<file path="src/verilog/ref_clock_pkg.sv">
// constants for reference clock selection, trim and clock request
package ref_clock_pkg;
	// frequency is carried in units of 80 Hz steps (synthesizer resolution)
	localparam int          FREQ_W          = 20;
	localparam int          STEP_HZ         = 80;
	localparam logic [19:0] FREQ_DEFAULT    = 20'h3D090;   // 20 MHz / 80 Hz = 250000
	localparam logic [19:0] FREQ_MIN        = 20'h249F0;   // 12 MHz / 80 Hz = 150000
	localparam logic [19:0] FREQ_MAX        = 20'h9EB10;   // 52 MHz / 80 Hz = 650000
	// trim in 2 ppm steps, signed, covering +/-50 ppm
	localparam int          TRIM_W          = 6;
	localparam int          TRIM_PPM_STEP   = 2;
	localparam int          TRIM_RANGE_PPM  = 50;
	localparam logic signed [5:0] TRIM_MAX  = 6'sh19;       // +25 steps = +50 ppm
	localparam logic signed [5:0] TRIM_MIN  = -6'sh19;
	localparam logic signed [5:0] TRIM_RESET = 6'sh00;
	// auto-detect: reference cycles counted over one low-power clock period
	localparam int          LP_CLK_HZ       = 32768;
	localparam int          CNT_W           = 12;
	localparam int          STD_COUNT       = 17;
	localparam int          CNT_TOL         = 2;
	// standard frequencies in 80 Hz units (12 ... 38.4 MHz)
	localparam logic [19:0] STD_FREQ [STD_COUNT] = '{
		20'h249F0, 20'h27AC4, 20'h2BF20, 20'h2EE00, 20'h31722, 20'h33450,
		20'h36EE8, 20'h3A980, 20'h3B57C, 20'h3C0B4, 20'h3C6F4, 20'h3D090,
		20'h493E0, 20'h4F588, 20'h668A0, 20'h7222C, 20'h75300};
	// source of the active frequency
	typedef enum logic [1:0] {
		SRC_DEFAULT = 2'h0,
		SRC_STORE   = 2'h1,
		SRC_DETECT  = 2'h2
	} freq_src_t;
	typedef enum logic [4:0] {
		ST_IDLE   = 5'h01,
		ST_LOAD   = 5'h02,
		ST_ALIGN  = 5'h04,
		ST_COUNT  = 5'h08,
		ST_RUN    = 5'h10
	} sel_state_t;
endpackage

</file>
<file path="src/verilog/ref_cycle_counter.sv">
// counts reference cycles between two low-power clock rising edges
`timescale 1ns/10ps
`default_nettype none
module ref_cycle_counter
	import ref_clock_pkg::*;
(
	// clock and reset
	input  wire logic              core_clk,
	input  wire logic              rst,
	// control
	input  wire logic              clear,
	input  wire logic              lp_edge,
	// result
	output logic [CNT_W-1:0]       count_r,
	output logic                   done_r
);
	logic [CNT_W-1:0] run_r;
	logic             armed_r;
	wire              saturated = &run_r;

	always_ff @(posedge core_clk) begin
		if (rst || clear) begin
			run_r   <= '0;
			armed_r <= 1'b0;
			count_r <= '0;
			done_r  <= 1'b0;
		end else if (lp_edge) begin
			armed_r <= 1'b1;
			run_r   <= '0;
			if (armed_r) begin
				count_r <= run_r;
				done_r  <= 1'b1;
			end
		end else if (!saturated) begin
			run_r <= run_r + 1'b1;
		end
	end
endmodule
`default_nettype wire

</file>
<file path="src/verilog/ref_clock_select_request.sv">
// reference frequency selection, digital trim and clock request output
`timescale 1ns/10ps
`default_nettype none
module ref_clock_select_request
	import ref_clock_pkg::*;
(
	// clock and reset
	input  wire logic                     core_clk,
	input  wire logic                     rst,
	// power-on configuration download
	input  wire logic                     store_done,
	input  wire logic                     store_freq_valid,
	input  wire logic [FREQ_W-1:0]        store_freq,
	input  wire logic                     store_trim_valid,
	input  wire logic signed [TRIM_W-1:0] store_trim,
	// host trim command
	input  wire logic                     host_trim_stb,
	input  wire logic signed [TRIM_W-1:0] host_trim,
	// low-power clock
	input  wire logic                     ext_lp_clk,
	input  wire logic                     ext_lp_valid,
	input  wire logic                     low_power_oscillator,
	// power state and pad options
	input  wire logic                     awake,
	input  wire logic                     req_or_enable,
	input  wire logic                     req_pin_gp_mode,
	input  wire logic                     req_pin_gp_out,
	input  wire logic                     clk_req_in,
	// configured reference
	output logic [FREQ_W-1:0]             ref_freq_r,
	output logic signed [TRIM_W-1:0]      ref_trim_r,
	output logic [FREQ_W-1:0]             bit_timing_freq_r,
	output freq_src_t                     freq_src_r,
	output logic                          config_ready_r,
	output logic                          freq_reject_r,
	// timing reference and pad
	output logic                          sleep_tick_src_ext_r,
	output logic                          sleep_tick_r,
	output logic                          clk_req_out_r
);
	////////////////////////////////////////////////////////////////////////////
	// synchronisers: three stages, a change counts when stages two and three agree
	logic [2:0] lp_sync_r;
	logic [2:0] lpv_sync_r;
	logic [2:0] osc_sync_r;
	logic [2:0] req_sync_r;
	logic       lp_lvl_r;
	logic       lpv_lvl_r;
	logic       osc_lvl_r;
	logic       req_lvl_r;

	// the pin synchronisers carry no reset; stages two and three settle
	// within three cycles of release anyway
	always_ff @(posedge core_clk) begin
		lp_sync_r  <= {lp_sync_r[1:0], ext_lp_clk};
		lpv_sync_r <= {lpv_sync_r[1:0], ext_lp_valid};
		osc_sync_r <= {osc_sync_r[1:0], low_power_oscillator};
		req_sync_r <= {req_sync_r[1:0], clk_req_in};
	end

	always_ff @(posedge core_clk) begin
		if (rst) begin
			lp_lvl_r  <= 1'b0;
			lpv_lvl_r <= 1'b0;
			osc_lvl_r <= 1'b0;
			req_lvl_r <= 1'b0;
		end else begin
			if (lp_sync_r[1] == lp_sync_r[2])
				lp_lvl_r <= lp_sync_r[2];
			if (lpv_sync_r[1] == lpv_sync_r[2])
				lpv_lvl_r <= lpv_sync_r[2];
			if (osc_sync_r[1] == osc_sync_r[2])
				osc_lvl_r <= osc_sync_r[2];
			if (req_sync_r[1] == req_sync_r[2])
				req_lvl_r <= req_sync_r[2];
		end
	end

	////////////////////////////////////////////////////////////////////////////
	// low-power clock edge selection
	logic lp_prev_r;
	wire  lp_rise = lp_lvl_r & ~lp_prev_r;

	always_ff @(posedge core_clk) begin
		if (rst)
			lp_prev_r <= 1'b0;
		else
			lp_prev_r <= lp_lvl_r;
	end

	////////////////////////////////////////////////////////////////////////////
	// frequency measurement
	// one low-power period is only 30.5 us of core clock, so the count is a
	// coarse ratio; it only needs to pick the nearest standard frequency
	logic             meas_clear;
	logic [CNT_W-1:0] meas_count;
	logic             meas_done;

	ref_cycle_counter u_counter (
		.core_clk (core_clk),
		.rst      (rst),
		.clear    (meas_clear),
		.lp_edge  (lp_rise),
		.count_r  (meas_count),
		.done_r   (meas_done)
	);

	// expected count for each standard frequency: f / 32768 in core cycles,
	// scaled since the reference itself is modelled by its cycle ratio
	logic [STD_COUNT-1:0] std_hit;
	logic [FREQ_W-1:0]    std_pick;
	logic                 std_found;

	// ideal count is the frequency over 32768 Hz; the tolerance absorbs
	// the 50 and 250 ppm drift plus synchroniser jitter
	genvar g;
	generate
		for (g = 0; g < STD_COUNT; g++) begin : g_std
			localparam logic [31:0] EXP32 = (32'(STD_FREQ[g]) * STEP_HZ) / LP_CLK_HZ;
			localparam logic [CNT_W-1:0] EXP = EXP32[CNT_W-1:0];
			assign std_hit[g] = (meas_count + CNT_TOL[CNT_W-1:0] >= EXP) &&
				(meas_count <= EXP + CNT_TOL[CNT_W-1:0]);
		end
	endgenerate

	always_comb begin
		std_pick  = FREQ_DEFAULT;
		std_found = 1'b0;
		for (int i = STD_COUNT - 1; i >= 0; i--) begin
			if (std_hit[i]) begin
				std_pick  = STD_FREQ[i];
				std_found = 1'b1;
			end
		end
	end

	// the internal oscillator is a level input; one tick per rising edge,
	// so a stuck-high oscillator does not look like a tick every cycle
	logic osc_prev_r;
	wire  osc_rise = osc_lvl_r & ~osc_prev_r;

	always_ff @(posedge core_clk) begin
		if (rst)
			osc_prev_r <= 1'b0;
		else
			osc_prev_r <= osc_lvl_r;
	end

	////////////////////////////////////////////////////////////////////////////
	// selection state machine
	// one pass per reset: only rst leaves RUN, so the selection is frozen
	// once config_ready_r rises
	sel_state_t state_r;
	sel_state_t state_nxt;

	wire store_freq_ok = store_freq_valid &&
		(store_freq >= FREQ_MIN) && (store_freq <= FREQ_MAX);

	always_comb begin
		state_nxt = state_r;
		case (state_r)
			ST_IDLE:  state_nxt = ST_LOAD;
			ST_LOAD: begin
				if (store_done) begin
					if (store_freq_ok)
						state_nxt = ST_RUN;
					else if (lpv_lvl_r)
						state_nxt = ST_ALIGN;
					else
						state_nxt = ST_RUN;
				end
			end
			ST_ALIGN: state_nxt = ST_COUNT;
			ST_COUNT: begin
				if (meas_done || !lpv_lvl_r)
					state_nxt = ST_RUN;
			end
			ST_RUN:   state_nxt = ST_RUN;
			default:  state_nxt = ST_IDLE;
		endcase
	end

	assign meas_clear = (state_r != ST_COUNT);

	always_ff @(posedge core_clk) begin
		if (rst)
			state_r <= ST_IDLE;
		else
			state_r <= state_nxt;
	end

	////////////////////////////////////////////////////////////////////////////
	// frequency and trim registers
	// detection falls back to the default if the count matches no standard value
	wire load_done  = (state_r == ST_LOAD) && store_done;
	wire count_done = (state_r == ST_COUNT) && (meas_done || !lpv_lvl_r);
	wire detect_ok  = meas_done && lpv_lvl_r && std_found;

	// out-of-range trims saturate rather than wrap, so a bad value never
	// flips the sign of the correction
	function automatic logic signed [TRIM_W-1:0] clamp_trim(
		input logic signed [TRIM_W-1:0] t
	);
		if (t > TRIM_MAX)
			return TRIM_MAX;
		else if (t < TRIM_MIN)
			return TRIM_MIN;
		else
			return t;
	endfunction

	always_ff @(posedge core_clk) begin
		if (rst) begin
			ref_freq_r     <= FREQ_DEFAULT;
			freq_src_r     <= SRC_DEFAULT;
			freq_reject_r  <= 1'b0;
			config_ready_r <= 1'b0;
		end else begin
			if (load_done && store_freq_ok) begin
				ref_freq_r <= store_freq;
				freq_src_r <= SRC_STORE;
			end
			if (load_done && store_freq_valid && !store_freq_ok)
				freq_reject_r <= 1'b1;
			if (count_done && detect_ok) begin
				ref_freq_r <= std_pick;
				freq_src_r <= SRC_DETECT;
			end
			if (state_nxt == ST_RUN)
				config_ready_r <= 1'b1;
		end
	end

	// trim held as signed 2 ppm steps; the synthesizer applies it, the
	// oscillator loading never changes
	always_ff @(posedge core_clk) begin
		if (rst)
			ref_trim_r <= TRIM_RESET;
		else if (host_trim_stb)
			ref_trim_r <= clamp_trim(host_trim);
		else if (load_done && store_trim_valid)
			ref_trim_r <= clamp_trim(store_trim);
	end

	// serial bit timing follows whatever frequency is configured
	always_ff @(posedge core_clk) begin
		if (rst)
			bit_timing_freq_r <= FREQ_DEFAULT;
		else
			bit_timing_freq_r <= ref_freq_r;
	end

	////////////////////////////////////////////////////////////////////////////
	// sleep timing reference
	// ticks run only while asleep; awake timing uses the main reference
	wire lp_tick_sel = lpv_lvl_r ? lp_rise : osc_rise;

	always_ff @(posedge core_clk) begin
		if (rst) begin
			sleep_tick_src_ext_r <= 1'b0;
			sleep_tick_r         <= 1'b0;
		end else begin
			sleep_tick_src_ext_r <= lpv_lvl_r;
			sleep_tick_r         <= ~awake & lp_tick_sel;
		end
	end

	////////////////////////////////////////////////////////////////////////////
	// clock request pad
	// the OR here models the pad-ring gate; the real gate lives in the pad and
	// keeps working with the core off, which this register path cannot
	wire int_req   = awake;
	wire or_req    = int_req | (req_or_enable & req_lvl_r);
	wire pad_value = req_pin_gp_mode ? req_pin_gp_out : or_req;

	always_ff @(posedge core_clk) begin
		if (rst)
			clk_req_out_r <= 1'b0;
		else
			clk_req_out_r <= pad_value;
	end
endmodule
`default_nettype wire

</file>
<file path="config.mk">
export PLATFORM = sky130hd
export DESIGN_NAME = ref_clock_select_request
export DESIGN_NICKNAME = d
export VERILOG_FILES = /design/src/verilog/ref_clock_pkg.sv /design/src/verilog/ref_cycle_counter.sv /design/src/verilog/ref_clock_select_request.sv
export SDC_FILE = /design/constraint.sdc
export NUM_CORES = 1
export LEC_CHECK = 0
export ABC_AREA = 1
export BUFFER_PORTS_ARGS = -buffer_cell sky130_fd_sc_hd__buf_2
export CAP_MARGIN = 20
export CELL_PAD_IN_SITES_DETAIL_PLACEMENT = 0
export CELL_PAD_IN_SITES_GLOBAL_PLACEMENT = 2
export CORE_MARGIN = 4
export CORE_UTILIZATION = 33
export DETAILED_ROUTE_END_ITERATION = 10
export PLACE_DENSITY_LB_ADDON = 0.1
export SLEW_MARGIN = 10
export SYNTH_ARGS = -nofsm -noshare
export SYNTH_HDL_FRONTEND = slang
export SYNTH_SLANG_ARGS = --single-unit
</file>
<file path="constraint.sdc">
create_clock -name core_clk -period 7.6 [get_ports core_clk]
set_input_delay 2.28 -clock core_clk [delete_from_list [all_inputs] [get_ports core_clk]]
set_output_delay 2.28 -clock core_clk [all_outputs]
set_load 0.005 [all_outputs]
</file>
==> results of run 1 <==
[how the worst max path moves through the flow]
| stage | start | end | slack (ns) |
|---|---|---|---|
| 6_report | store_freq[4] | ref_freq_r[8] | 2.78 |
| 5_1_grt | store_freq[4] | ref_freq_r[13] | 2.53 |
| 4_1_cts | store_freq[4] | ref_freq_r[8] | 2.81 |
| 3_5_place_dp | store_freq[4] | ref_freq_r[8] | 2.46 |
| 3_3_place_gp | store_freq[0] | ref_freq_r[8] | 2.49 |
| 2_1_floorplan | store_freq[4] | ref_freq_r[16] | 3.58 |
[registers in the layout, indices dropped and copies added (netlist names), 2 cells and up]
signal             cells
freq_src_r             2
req_sync_r             3
state_r                5
u_counter.count_r     12
u_counter.run_r       12
bit_timing_freq_r     20
lpv_sync_r             3
lp_sync_r              3
ref_freq_r            20
osc_sync_r             3
ref_trim_r             6
[metal layers]
metal,up-vias,share of wire
met5,-,0
met4,0,0.019
met3,27,0.058
met2,178,0.44
met1,2654,0.49
li1,3117,-
[synthesized netlist by cell type, types with 10 or more instances]
| master | number |
|---|---|
| sky130_fd_sc_hd__nor4_1 | 10 |
| sky130_fd_sc_hd__nand2_1 | 211 |
| sky130_fd_sc_hd__nor3_1 | 10 |
| sky130_fd_sc_hd__clkbuf_1 | 11 |
| sky130_fd_sc_hd__dfxtp_1 | 102 |
| sky130_fd_sc_hd__or2_2 | 10 |
| sky130_fd_sc_hd__o21ai_1 | 11 |
| sky130_fd_sc_hd__a21oi_1 | 57 |
| sky130_fd_sc_hd__nand3_1 | 53 |
| sky130_fd_sc_hd__nor2_1 | 103 |
| sky130_fd_sc_hd__nand2_2 | 16 |
| sky130_fd_sc_hd__nand4_1 | 19 |
| sky130_fd_sc_hd__o21ai_0 | 65 |
| sky130_fd_sc_hd__inv_1 | 107 |
| sky130_fd_sc_hd__inv_2 | 15 |
[power breakdown]
part           leakage, uW  internal (uW)  switching, uW
logic              0.00239           41.7           61.0
clock network     0.000148            233            226
registers         0.000831            557           12.7
[cell type report]
type,instances,area (um^2),share of cell area
multi-input combinational,650,3298,0.4779
inverter,125,470.5,0.06817
clock inverter,7,78.83,0.01142
clock buffer,9,225.2,0.03263
timing repair buffer,100,505.5,0.07324
sequential,102,2042,0.2959
tap,225,281.5,0.04079
[cell usage in the layout (no fill, tap or decap), types with 3 or more instances in the layout]
master / count
sky130_fd_sc_hd__inv_1: 107
sky130_fd_sc_hd__nor2_4: 4
sky130_fd_sc_hd__nand3_1: 53
sky130_fd_sc_hd__a211oi_1: 3
sky130_fd_sc_hd__o21ai_0: 65
sky130_fd_sc_hd__buf_2: 98
sky130_fd_sc_hd__a31oi_1: 6
sky130_fd_sc_hd__or2_2: 10
sky130_fd_sc_hd__o21ai_1: 11
sky130_fd_sc_hd__xor2_1: 6
sky130_fd_sc_hd__o22ai_1: 6
sky130_fd_sc_hd__a21boi_0: 3
sky130_fd_sc_hd__ha_1: 9
sky130_fd_sc_hd__o211ai_1: 6
sky130_fd_sc_hd__clkbuf_16: 9
sky130_fd_sc_hd__nand2_2: 16
sky130_fd_sc_hd__nor4_1: 10
sky130_fd_sc_hd__nand4_1: 19
sky130_fd_sc_hd__clkinv_4: 3
sky130_fd_sc_hd__nand3_2: 4
sky130_fd_sc_hd__nand2_1: 211
sky130_fd_sc_hd__nor2_1: 103
sky130_fd_sc_hd__dfxtp_1: 102
sky130_fd_sc_hd__nor3_1: 10
sky130_fd_sc_hd__inv_2: 15
sky130_fd_sc_hd__nor2_2: 9
sky130_fd_sc_hd__a21oi_1: 57
[logic make-up after synthesis]
logic type,share of synthesized area
AND/OR/NAND/NOR,0.3590
adder cells (fa/ha/maj),0.01903
buffers and inverters,0.09767
XOR/XNOR,0.01459
AO/OA/AOI/OAI,0.1647
flip-flops,0.3450
[per-stage QoR]
| stage | cell area (um^2) | util | power [uW] | cells | hold slack (ns) |
|---|---|---|---|---|---|
| 2_1_floorplan | 5918 | - | 639.8 | 897 | 0.3096 |
| 3_3_place_gp | 6598 | 0.3788 | 686.6 | 1202 | 0.3126 |
| 3_5_place_dp | 6598 | 0.3788 | 684.9 | 1202 | 0.3121 |
| 4_1_cts | 6902 | 0.3963 | 1150 | 1218 | 0.3315 |
| 5_1_grt | 6902 | 0.3963 | 1183 | 1218 | 0.3392 |
| 6_report | 6902 | 0.3963 | 1131 | 1218 | 0.3286 |
==> qor.log, run 1 <==
[outcome] result of the run completed
[floorplan] overall die area 20,140 um^2
[hold_path] Hold Crit Start osc_sync_r[0]
[route] drt drc 0
[placed_design] worst slack after detailed placement 2.464 ns
[layout] signed area change from the synthesized netlist to the final layout 16.62%
[sta] worst rel slew slack 0.4670
[global_route] first-pass GRT wire length 29.04 mm
[layout] number of fill cells 1,915
[route] routed length per instance 15.03 um
[global_route] GRT Util Overall 0.1773
[worst_setup_path] startpoint-to-endpoint class of the critical path in -> reg
[sta] minimum clock period after layout 4.819 ns
[placed_design] Final GP Congestion 0.8687
[synthesis] number of enable-type register cells in the synthesized netlist 0
[route] detailed-router iteration count before antenna repair 5
[hold_path] hold worst-path end osc_sync_r[1]
[worst_setup_path] longest individual stage delay on the worst path 0.58 ns
[synthesis] count of different cell masters after synthesis 51
[layout] fraction of final layout cells with drive strength greater than 1 0.1913
[synthesis] net count after synthesis 952
[synthesis] area share of the largest cell type after synthesis 0.3450
[pwr] power per cell area 163.9 nW/um^2
[clock_network] number of buffers on the longest clock path 2
[global_route] via count of the first global-routing pass 5,637
[synthesis] cell taking the most area after synthesis sky130_fd_sc_hd__dfxtp_1
[global_route] met1 usage in global routing 0.2465
[synthesis] Mapped Avg Cell Area 6.598 um^2
[synthesis] number of warnings printed during yosys synthesis 0
[synthesis] Seq/Total Area, Yosys 0.3450
[sta] final clock skew 0.01394 ns
[global_route] number of antenna violations at the first check in global routing 0
[run] Maximum Capacitance Violations 0
[floorplan] I/O pin total 99
[clock_network] number of buffers created by CTS 9
[global_route] met2 track demand over resource 0.2776
[global_route] global-route layer with the greatest usage met2
[worst_setup_path] endpoint of the worst-slack reg-to-reg timing path ref_freq_r[13]
[sta] RSZ-0062 raised after global routing false
[global_route] total grt overflow 0
[clock_network] TritonCTS clock tree yes
[synthesis] top area cells in the synthesized netlist sky130_fd_sc_hd__dfxtp_1, sky130_fd_sc_hd__nand2_1, sky130_fd_sc_hd__inv_1
[worst_setup_path] sort of element at the end of the critical path flop
[global_route] pin count of the biggest net entering global routing 23
[placed_design] Detailed Place HPWL 14.51 mm
[worst_setup_path] number of buffers and inverters on the critical path 3
[sta] Slew Limit Fails 0
[clock_network] cells resized by post-CTS repair 0
[hold_path] type of the tightest min-delay check reg -> reg
[route] number of antenna-violating nets in the routed design 0
[layout] total inserted antenna cells 0
[worst_setup_path] cells along the critical path buf_2, inv_1, nor3_1, a31oi_1, o211ai_1, a21oi_1, nand2_1, nand2_1, nand2_1, nand3_1, nor2_1, clkinv_1, nand2_8, nand2_2, nor2_1, nand2_1, nand2_1
[worst_setup_path] R2R setup slack 3.98 ns
[synthesis] number of synthesized register bits 102
[sta] final clock period utilization by the worst path 0.6340
[clock_network] worst skew pair latency 0.35 ns
[pwr] Static Leak 0.003365 uW
[worst_setup_path] FF-to-FF Start u_counter.count_r[1]
[route] Total Routed Length 18.31 mm
[synthesis] primary flip-flop cell chosen by synthesis mapping sky130_fd_sc_hd__dfxtp_1
[sta] top achievable clock speed 207.5 MHz
[floorplan] Core Box Area 17,420 um^2
[worst_setup_path] reg2reg path depth 20
[floorplan] initial core utilization 0.3398
[synthesis] cell area after technology mapping 5918 um^2
[sta] post-route worst setup slack 2.781 ns
[sta] hold violation total from the final report 0
[sta] post-route setup TNS 0 ns
[sta] final setup violation count 0
[route] vias per inst 4.906
[worst_setup_path] critical path peak fanout 12
[worst_setup_path] worst path arrival time 5.12 ns
[layout] post-layout net count 1,043
[clock_network] maximum level of the CTS H-tree 3
[route] drt first-iter violations 355
[worst_setup_path] cell seen most often among critical-path stages sky130_fd_sc_hd__nand2_1
[floorplan] die width 141.9 um
[worst_setup_path] Worst Setup Start Kind input port
[pwr] maximum VDD drop 0.1153 mV
[floorplan] Die Y 141.9 um
[synthesis] asr flop ratio synth 0
[sta] transition time at the pin with the least slew margin 0.7985 ns
[clock_network] clock root buffer master sky130_fd_sc_hd__clkbuf_16
[clock_network] clock net sink count 102
[hold_path] instance count along the most critical hold path 0
[synthesis] number of cells produced by synthesis 897
[clock_network] number of setup buffers added after CTS 0
[worst_setup_path] Stages on worst setup path 17
[route] total via count after detailed routing 5,976
[floorplan] Core Rows 48
[global_route] met3 layer usage reported by global route 0.03404
[worst_setup_path] library cell contributing the largest single delay on the critical path sky130_fd_sc_hd__nor2_1
[worst_setup_path] Top Family by Delay on Critical Path simple AND/OR/NAND/NOR gates
[worst_setup_path] data required time of the worst path 7.90 ns
[clock_network] number of buffers inserted by hold repair at cts 0
[placed_design] Port Buf Inserts 98
[clock_network] CTS clock-pin slew for the worst setup and hold paths 0.08 ns
Power figures use the tool's default switching activity.
==> run 2: changes to the inputs <==
--- a/config.mk
+++ b/config.mk
@@ -5,13 +5,13 @@
 export SDC_FILE = /design/constraint.sdc
 export NUM_CORES = 1
 export LEC_CHECK = 0
-export ABC_AREA = 1
+export ABC_AREA = 0
 export BUFFER_PORTS_ARGS = -buffer_cell sky130_fd_sc_hd__buf_2
 export CAP_MARGIN = 20
 export CELL_PAD_IN_SITES_DETAIL_PLACEMENT = 0
 export CELL_PAD_IN_SITES_GLOBAL_PLACEMENT = 2
 export CORE_MARGIN = 4
-export CORE_UTILIZATION = 33
+export CORE_UTILIZATION = 34
 export DETAILED_ROUTE_END_ITERATION = 10
 export PLACE_DENSITY_LB_ADDON = 0.1
 export SLEW_MARGIN = 10
==> constraint.sdc (replaced) <==
create_clock -name core_clk -period 4.57 [get_ports core_clk]
set_input_delay 1.371 -clock core_clk [delete_from_list [all_inputs] [get_ports core_clk]]
set_output_delay 1.371 -clock core_clk [all_outputs]
set_load 0.005 [all_outputs]
==> qor.log, run 2 <==
[outcome] result of the run completed
[placed_design] Detailed Place HPWL 14.72 mm [+1.5%]
[run] Maximum Capacitance Violations 0 [unchanged]
[synthesis] area share of the largest cell type after synthesis 0.3322 [-0.01278]
[worst_setup_path] endpoint of the worst-slack reg-to-reg timing path ref_freq_r[4]
[sta] final clock period utilization by the worst path 0.8319
[synthesis] top cells by count, synth sky130_fd_sc_hd__dfxtp_1, sky130_fd_sc_hd__nor2_1, sky130_fd_sc_hd__nand2_1
[sta] Slew Limit Fails 0 [unchanged]
[worst_setup_path] data required time of the worst path 4.81 ns [-3.09 ns]
[layout] post-layout net count 903 [-13%]
[floorplan] overall die area 20,290 um^2 [+0.75%]
[worst_setup_path] FF-to-FF Start u_counter.count_r[1]
[pwr] power per cell area 251.9 nW/um^2 [+54%]
[synthesis] number of enable-type register cells in the synthesized netlist 0 [unchanged]
[pwr] Logic pwr share 0.068 [-0.023]
[sta] final clock skew 0.009945 ns [-0.003996 ns]
[layout] signed area change from the synthesized netlist to the final layout 17.71%
[clock_network] clock net sink count 102 [unchanged]
[pwr] Static Leak 0.002875 uW [-15%]
[global_route] first-pass GRT wire length 30.30 mm [+4.3%]
[layout] Top Registers bit_timing_freq_r (20), ref_freq_r (20)
[sta] post-route setup TNS 0 ns [unchanged]
[placed_design] Final GP Congestion 0.9290 [+6.9%]
[sta] hold violation total from the final report 0 [unchanged]
[synthesis] number of warnings printed during yosys synthesis 0 [unchanged]
[sta] top achievable clock speed 263.0 MHz
[route] routed length per instance 17.72 um [+18%]
[sta] worst rel slew slack 0.4845 [+0.01754]
[worst_setup_path] number of buffers and inverters on the critical path 1 [-2]
[synthesis] net count after synthesis 805 [-15%]
[floorplan] Core Rows 48 [unchanged]
[synthesis] asr flop ratio synth 0 [unchanged]
[clock_network] cells resized by post-CTS repair 0 [unchanged]
[synthesis] top area cells in the synthesized netlist sky130_fd_sc_hd__dfxtp_1, sky130_fd_sc_hd__a21oi_1, sky130_fd_sc_hd__nor2_1
[global_route] pin count of the biggest net entering global routing 47 [+100%]
[global_route] total grt overflow 0 [unchanged]
[global_route] via count of the first global-routing pass 5,757 [+2.1%]
[layout] commonest cells after routing, fill and taps aside sky130_fd_sc_hd__dfxtp_1, sky130_fd_sc_hd__buf_2, sky130_fd_sc_hd__nor2_1
[worst_setup_path] worst path arrival time 4.04 ns [-1.08 ns]
[clock_network] number of buffers created by CTS 9 [unchanged]
[worst_setup_path] Worst Setup Start Kind flop
[pwr] Int Power 1406 uW [+69%]
[pwr] sequential share of power 0.510 [+0.007]
[worst_setup_path] library cell contributing the largest single delay on the critical path sky130_fd_sc_hd__dfxtp_1
[worst_setup_path] cells along the critical path inv_1, ha_1, nor2b_1, a211oi_1, o21ai_0, a21oi_1, a2111oi_4, nor2_1, a41o_2, or3_1, o22a_1
[sta] final setup violation count 0 [unchanged]
[worst_setup_path] worst setup path endpoint ref_freq_r[4]
[sta] transition time at the pin with the least slew margin 0.7732 ns [-0.02521 ns]
[synthesis] cell taking the most area after synthesis sky130_fd_sc_hd__dfxtp_1
[synthesis] number of synthesized register bits 102 [unchanged]
[worst_setup_path] sort of element at the end of the critical path flop
[clock_network] number of buffers inserted by hold repair at cts 0 [unchanged]
[synthesis] Mapped Avg Cell Area 8.195 um^2 [+24%]
[worst_setup_path] startpoint-to-endpoint class of the critical path reg -> reg
[floorplan] Core Box Area 17,480 um^2 [+0.35%]
[pwr] clock group share of total power 0.422 [+0.016]
[pwr] net switching fraction of the power 0.2284 [-0.03644]
[worst_setup_path] launching instance or port of the critical path u_counter.count_r[1]
[worst_setup_path] longest individual stage delay on the worst path 0.63 ns [+0.05 ns]
[layout] total inserted antenna cells 0 [unchanged]
[synthesis] number of cells produced by synthesis 750 [-16%]
[synthesis] cell area after technology mapping 6146 um^2 [+3.8%]
[synthesis] count of different cell masters after synthesis 88 [+73%]
[worst_setup_path] critical path peak fanout 19 [+7]
[clock_network] CTS clock-pin slew for the worst setup and hold paths 0.07 ns [about the same]
[sta] RSZ-0062 raised after global routing false
[clock_network] maximum level of the CTS H-tree 3 [unchanged]
[clock_network] TritonCTS clock tree yes
[route] Total Routed Length 19.08 mm [+4.3%]
[synthesis] most frequently used cell type in the post-synthesis netlist sky130_fd_sc_hd__dfxtp_1
[pwr] switching component of the power 416.2 uW [+39%]
[route] vias per inst 5.586 [+14%]
[floorplan] initial core utilization 0.3517 [+0.01186]
[global_route] GRT Util Overall 0.1844 [+0.007108]
[route] drt drc 0 [unchanged]
[clock_network] worst skew pair latency 0.35 ns [about the same]
[floorplan] I/O pin total 99 [unchanged]
[worst_setup_path] Stages on worst setup path 11 [-6]
[layout] most common cell after layout, fill and taps aside sky130_fd_sc_hd__dfxtp_1
[worst_setup_path] R2R setup slack 0.77 ns [-3.21 ns]
[route] drt first-iter violations 414 [+17%]
[route] detailed-router iteration count before antenna repair 4 [-1]
[floorplan] Die Y 142.4 um [+0.37%]
[clock_network] number of buffers on the longest clock path 2 [unchanged]
[route] number of antenna-violating nets in the routed design 0 [unchanged]
[worst_setup_path] Top Family by Delay on Critical Path compound AO/OA/AOI/OAI gates
[pwr] maximum VDD drop 0.1933 mV [+68%]
[floorplan] die width 142.4 um [+0.37%]
[hold_path] type of the tightest min-delay check reg -> reg
[synthesis] primary flip-flop cell chosen by synthesis mapping sky130_fd_sc_hd__dfxtp_1
[sta] minimum clock period after layout 3.802 ns
[layout] fraction of final layout cells with drive strength greater than 1 0.2254 [+0.03401]
[route] total via count after detailed routing 6,016 [+0.67%]
[clock_network] clock root buffer master sky130_fd_sc_hd__clkbuf_16
[clock_network] number of setup buffers added after CTS 0 [unchanged]
[worst_setup_path] reg2reg path depth 11 [-45%]
[global_route] number of antenna violations at the first check in global routing 0 [unchanged]
[synthesis] Seq/Total Area, Yosys 0.3322 [-0.01278]
[placed_design] Port Buf Inserts 98 [unchanged]
[sta] WHS 0.3284 ns [-0.0001910 ns]
==> run 2: cell count changes in the layout (fill, tap and decap cells not counted), sizes merged, moves of 9 or more <==
| cell | before | now |
|---|---|---|
| nor2 | 118 | 75 |
| a211o | 0 | 9 |
| buf | 100 | 134 |
| nor2b | 0 | 30 |
| o21ai | 79 | 37 |
| nand2 | 229 | 69 |
| inv | 124 | 19 |
| nand3 | 57 | 21 |
| a211oi | 3 | 16 |
| mux2i | 0 | 20 |
| or3 | 0 | 9 |
==> run 2: worst min path at each step <==
| stage | start | end | cells after the start |
|---|---|---|---|
| global placement | lp_sync_r[0] | lp_sync_r[1] | 0 |
| global route | osc_sync_r[0] | osc_sync_r[1] | 0 |
| floorplan | lp_sync_r[0] | lp_sync_r[1] | 0 |
| detailed placement | lp_sync_r[0] | lp_sync_r[1] | 0 |
| finish | lp_sync_r[0] | lp_sync_r[1] | 0 |
| CTS | lp_sync_r[0] | lp_sync_r[1] | 0 |
==> run 2: power groups by stage <==
stage	clock, uW	sequential, uW	combinational, uW
floorplan	0	947	69.2
global placement	0	949	123
detailed placement	0	950	125
CTS	802	929	125
global route	831	933	139
finish	769	929	124
==> run 2: cell families after synthesis <==
| group | share of synthesized area |
|---|---|
| simple gates | 0.2563 |
| compound gates | 0.2740 |
| flops | 0.3322 |
| buf+inv | 0.05273 |
| mux | 0.03807 |
| xor+xnor | 0.02830 |
| fa+ha+maj | 0.01832 |
==> run 2: area by class of cell <==
class | instances | area, um^2
sequential | 102 | 2042
multi-input combinational | 583 | 3786
inverter | 18 | 67.56
clock buffer | 10 | 239.0
clock inverter | 5 | 57.56
tap | 225 | 281.5
timing repair buffer | 134 | 760.7
fill | 1842 | 10240
==> run 2: routing by layer <==
layer  share of wire  track usage  up-vias
met5               0            0        -
met1            0.45       0.2456     2832
met4           0.016      0.04502        0
met3           0.064      0.04503       25
li1                -            -     2954
met2            0.47       0.3012      205
==> run 2: metrics by stage <==
stage          power (uW)  std cells  cell area, um^2    util  worst slack, ns
3_5_place_dp         1075       1062             6938  0.3970           0.6302
6_report             1823       1077             7234  0.4139           0.7682
4_1_cts              1856       1077             7234  0.4139           0.7823
3_3_place_gp         1072       1062             6938  0.3970           0.6457
2_1_floorplan        1016        750             6146       -           0.8429
5_1_grt              1902       1077             7234  0.4139           0.4541
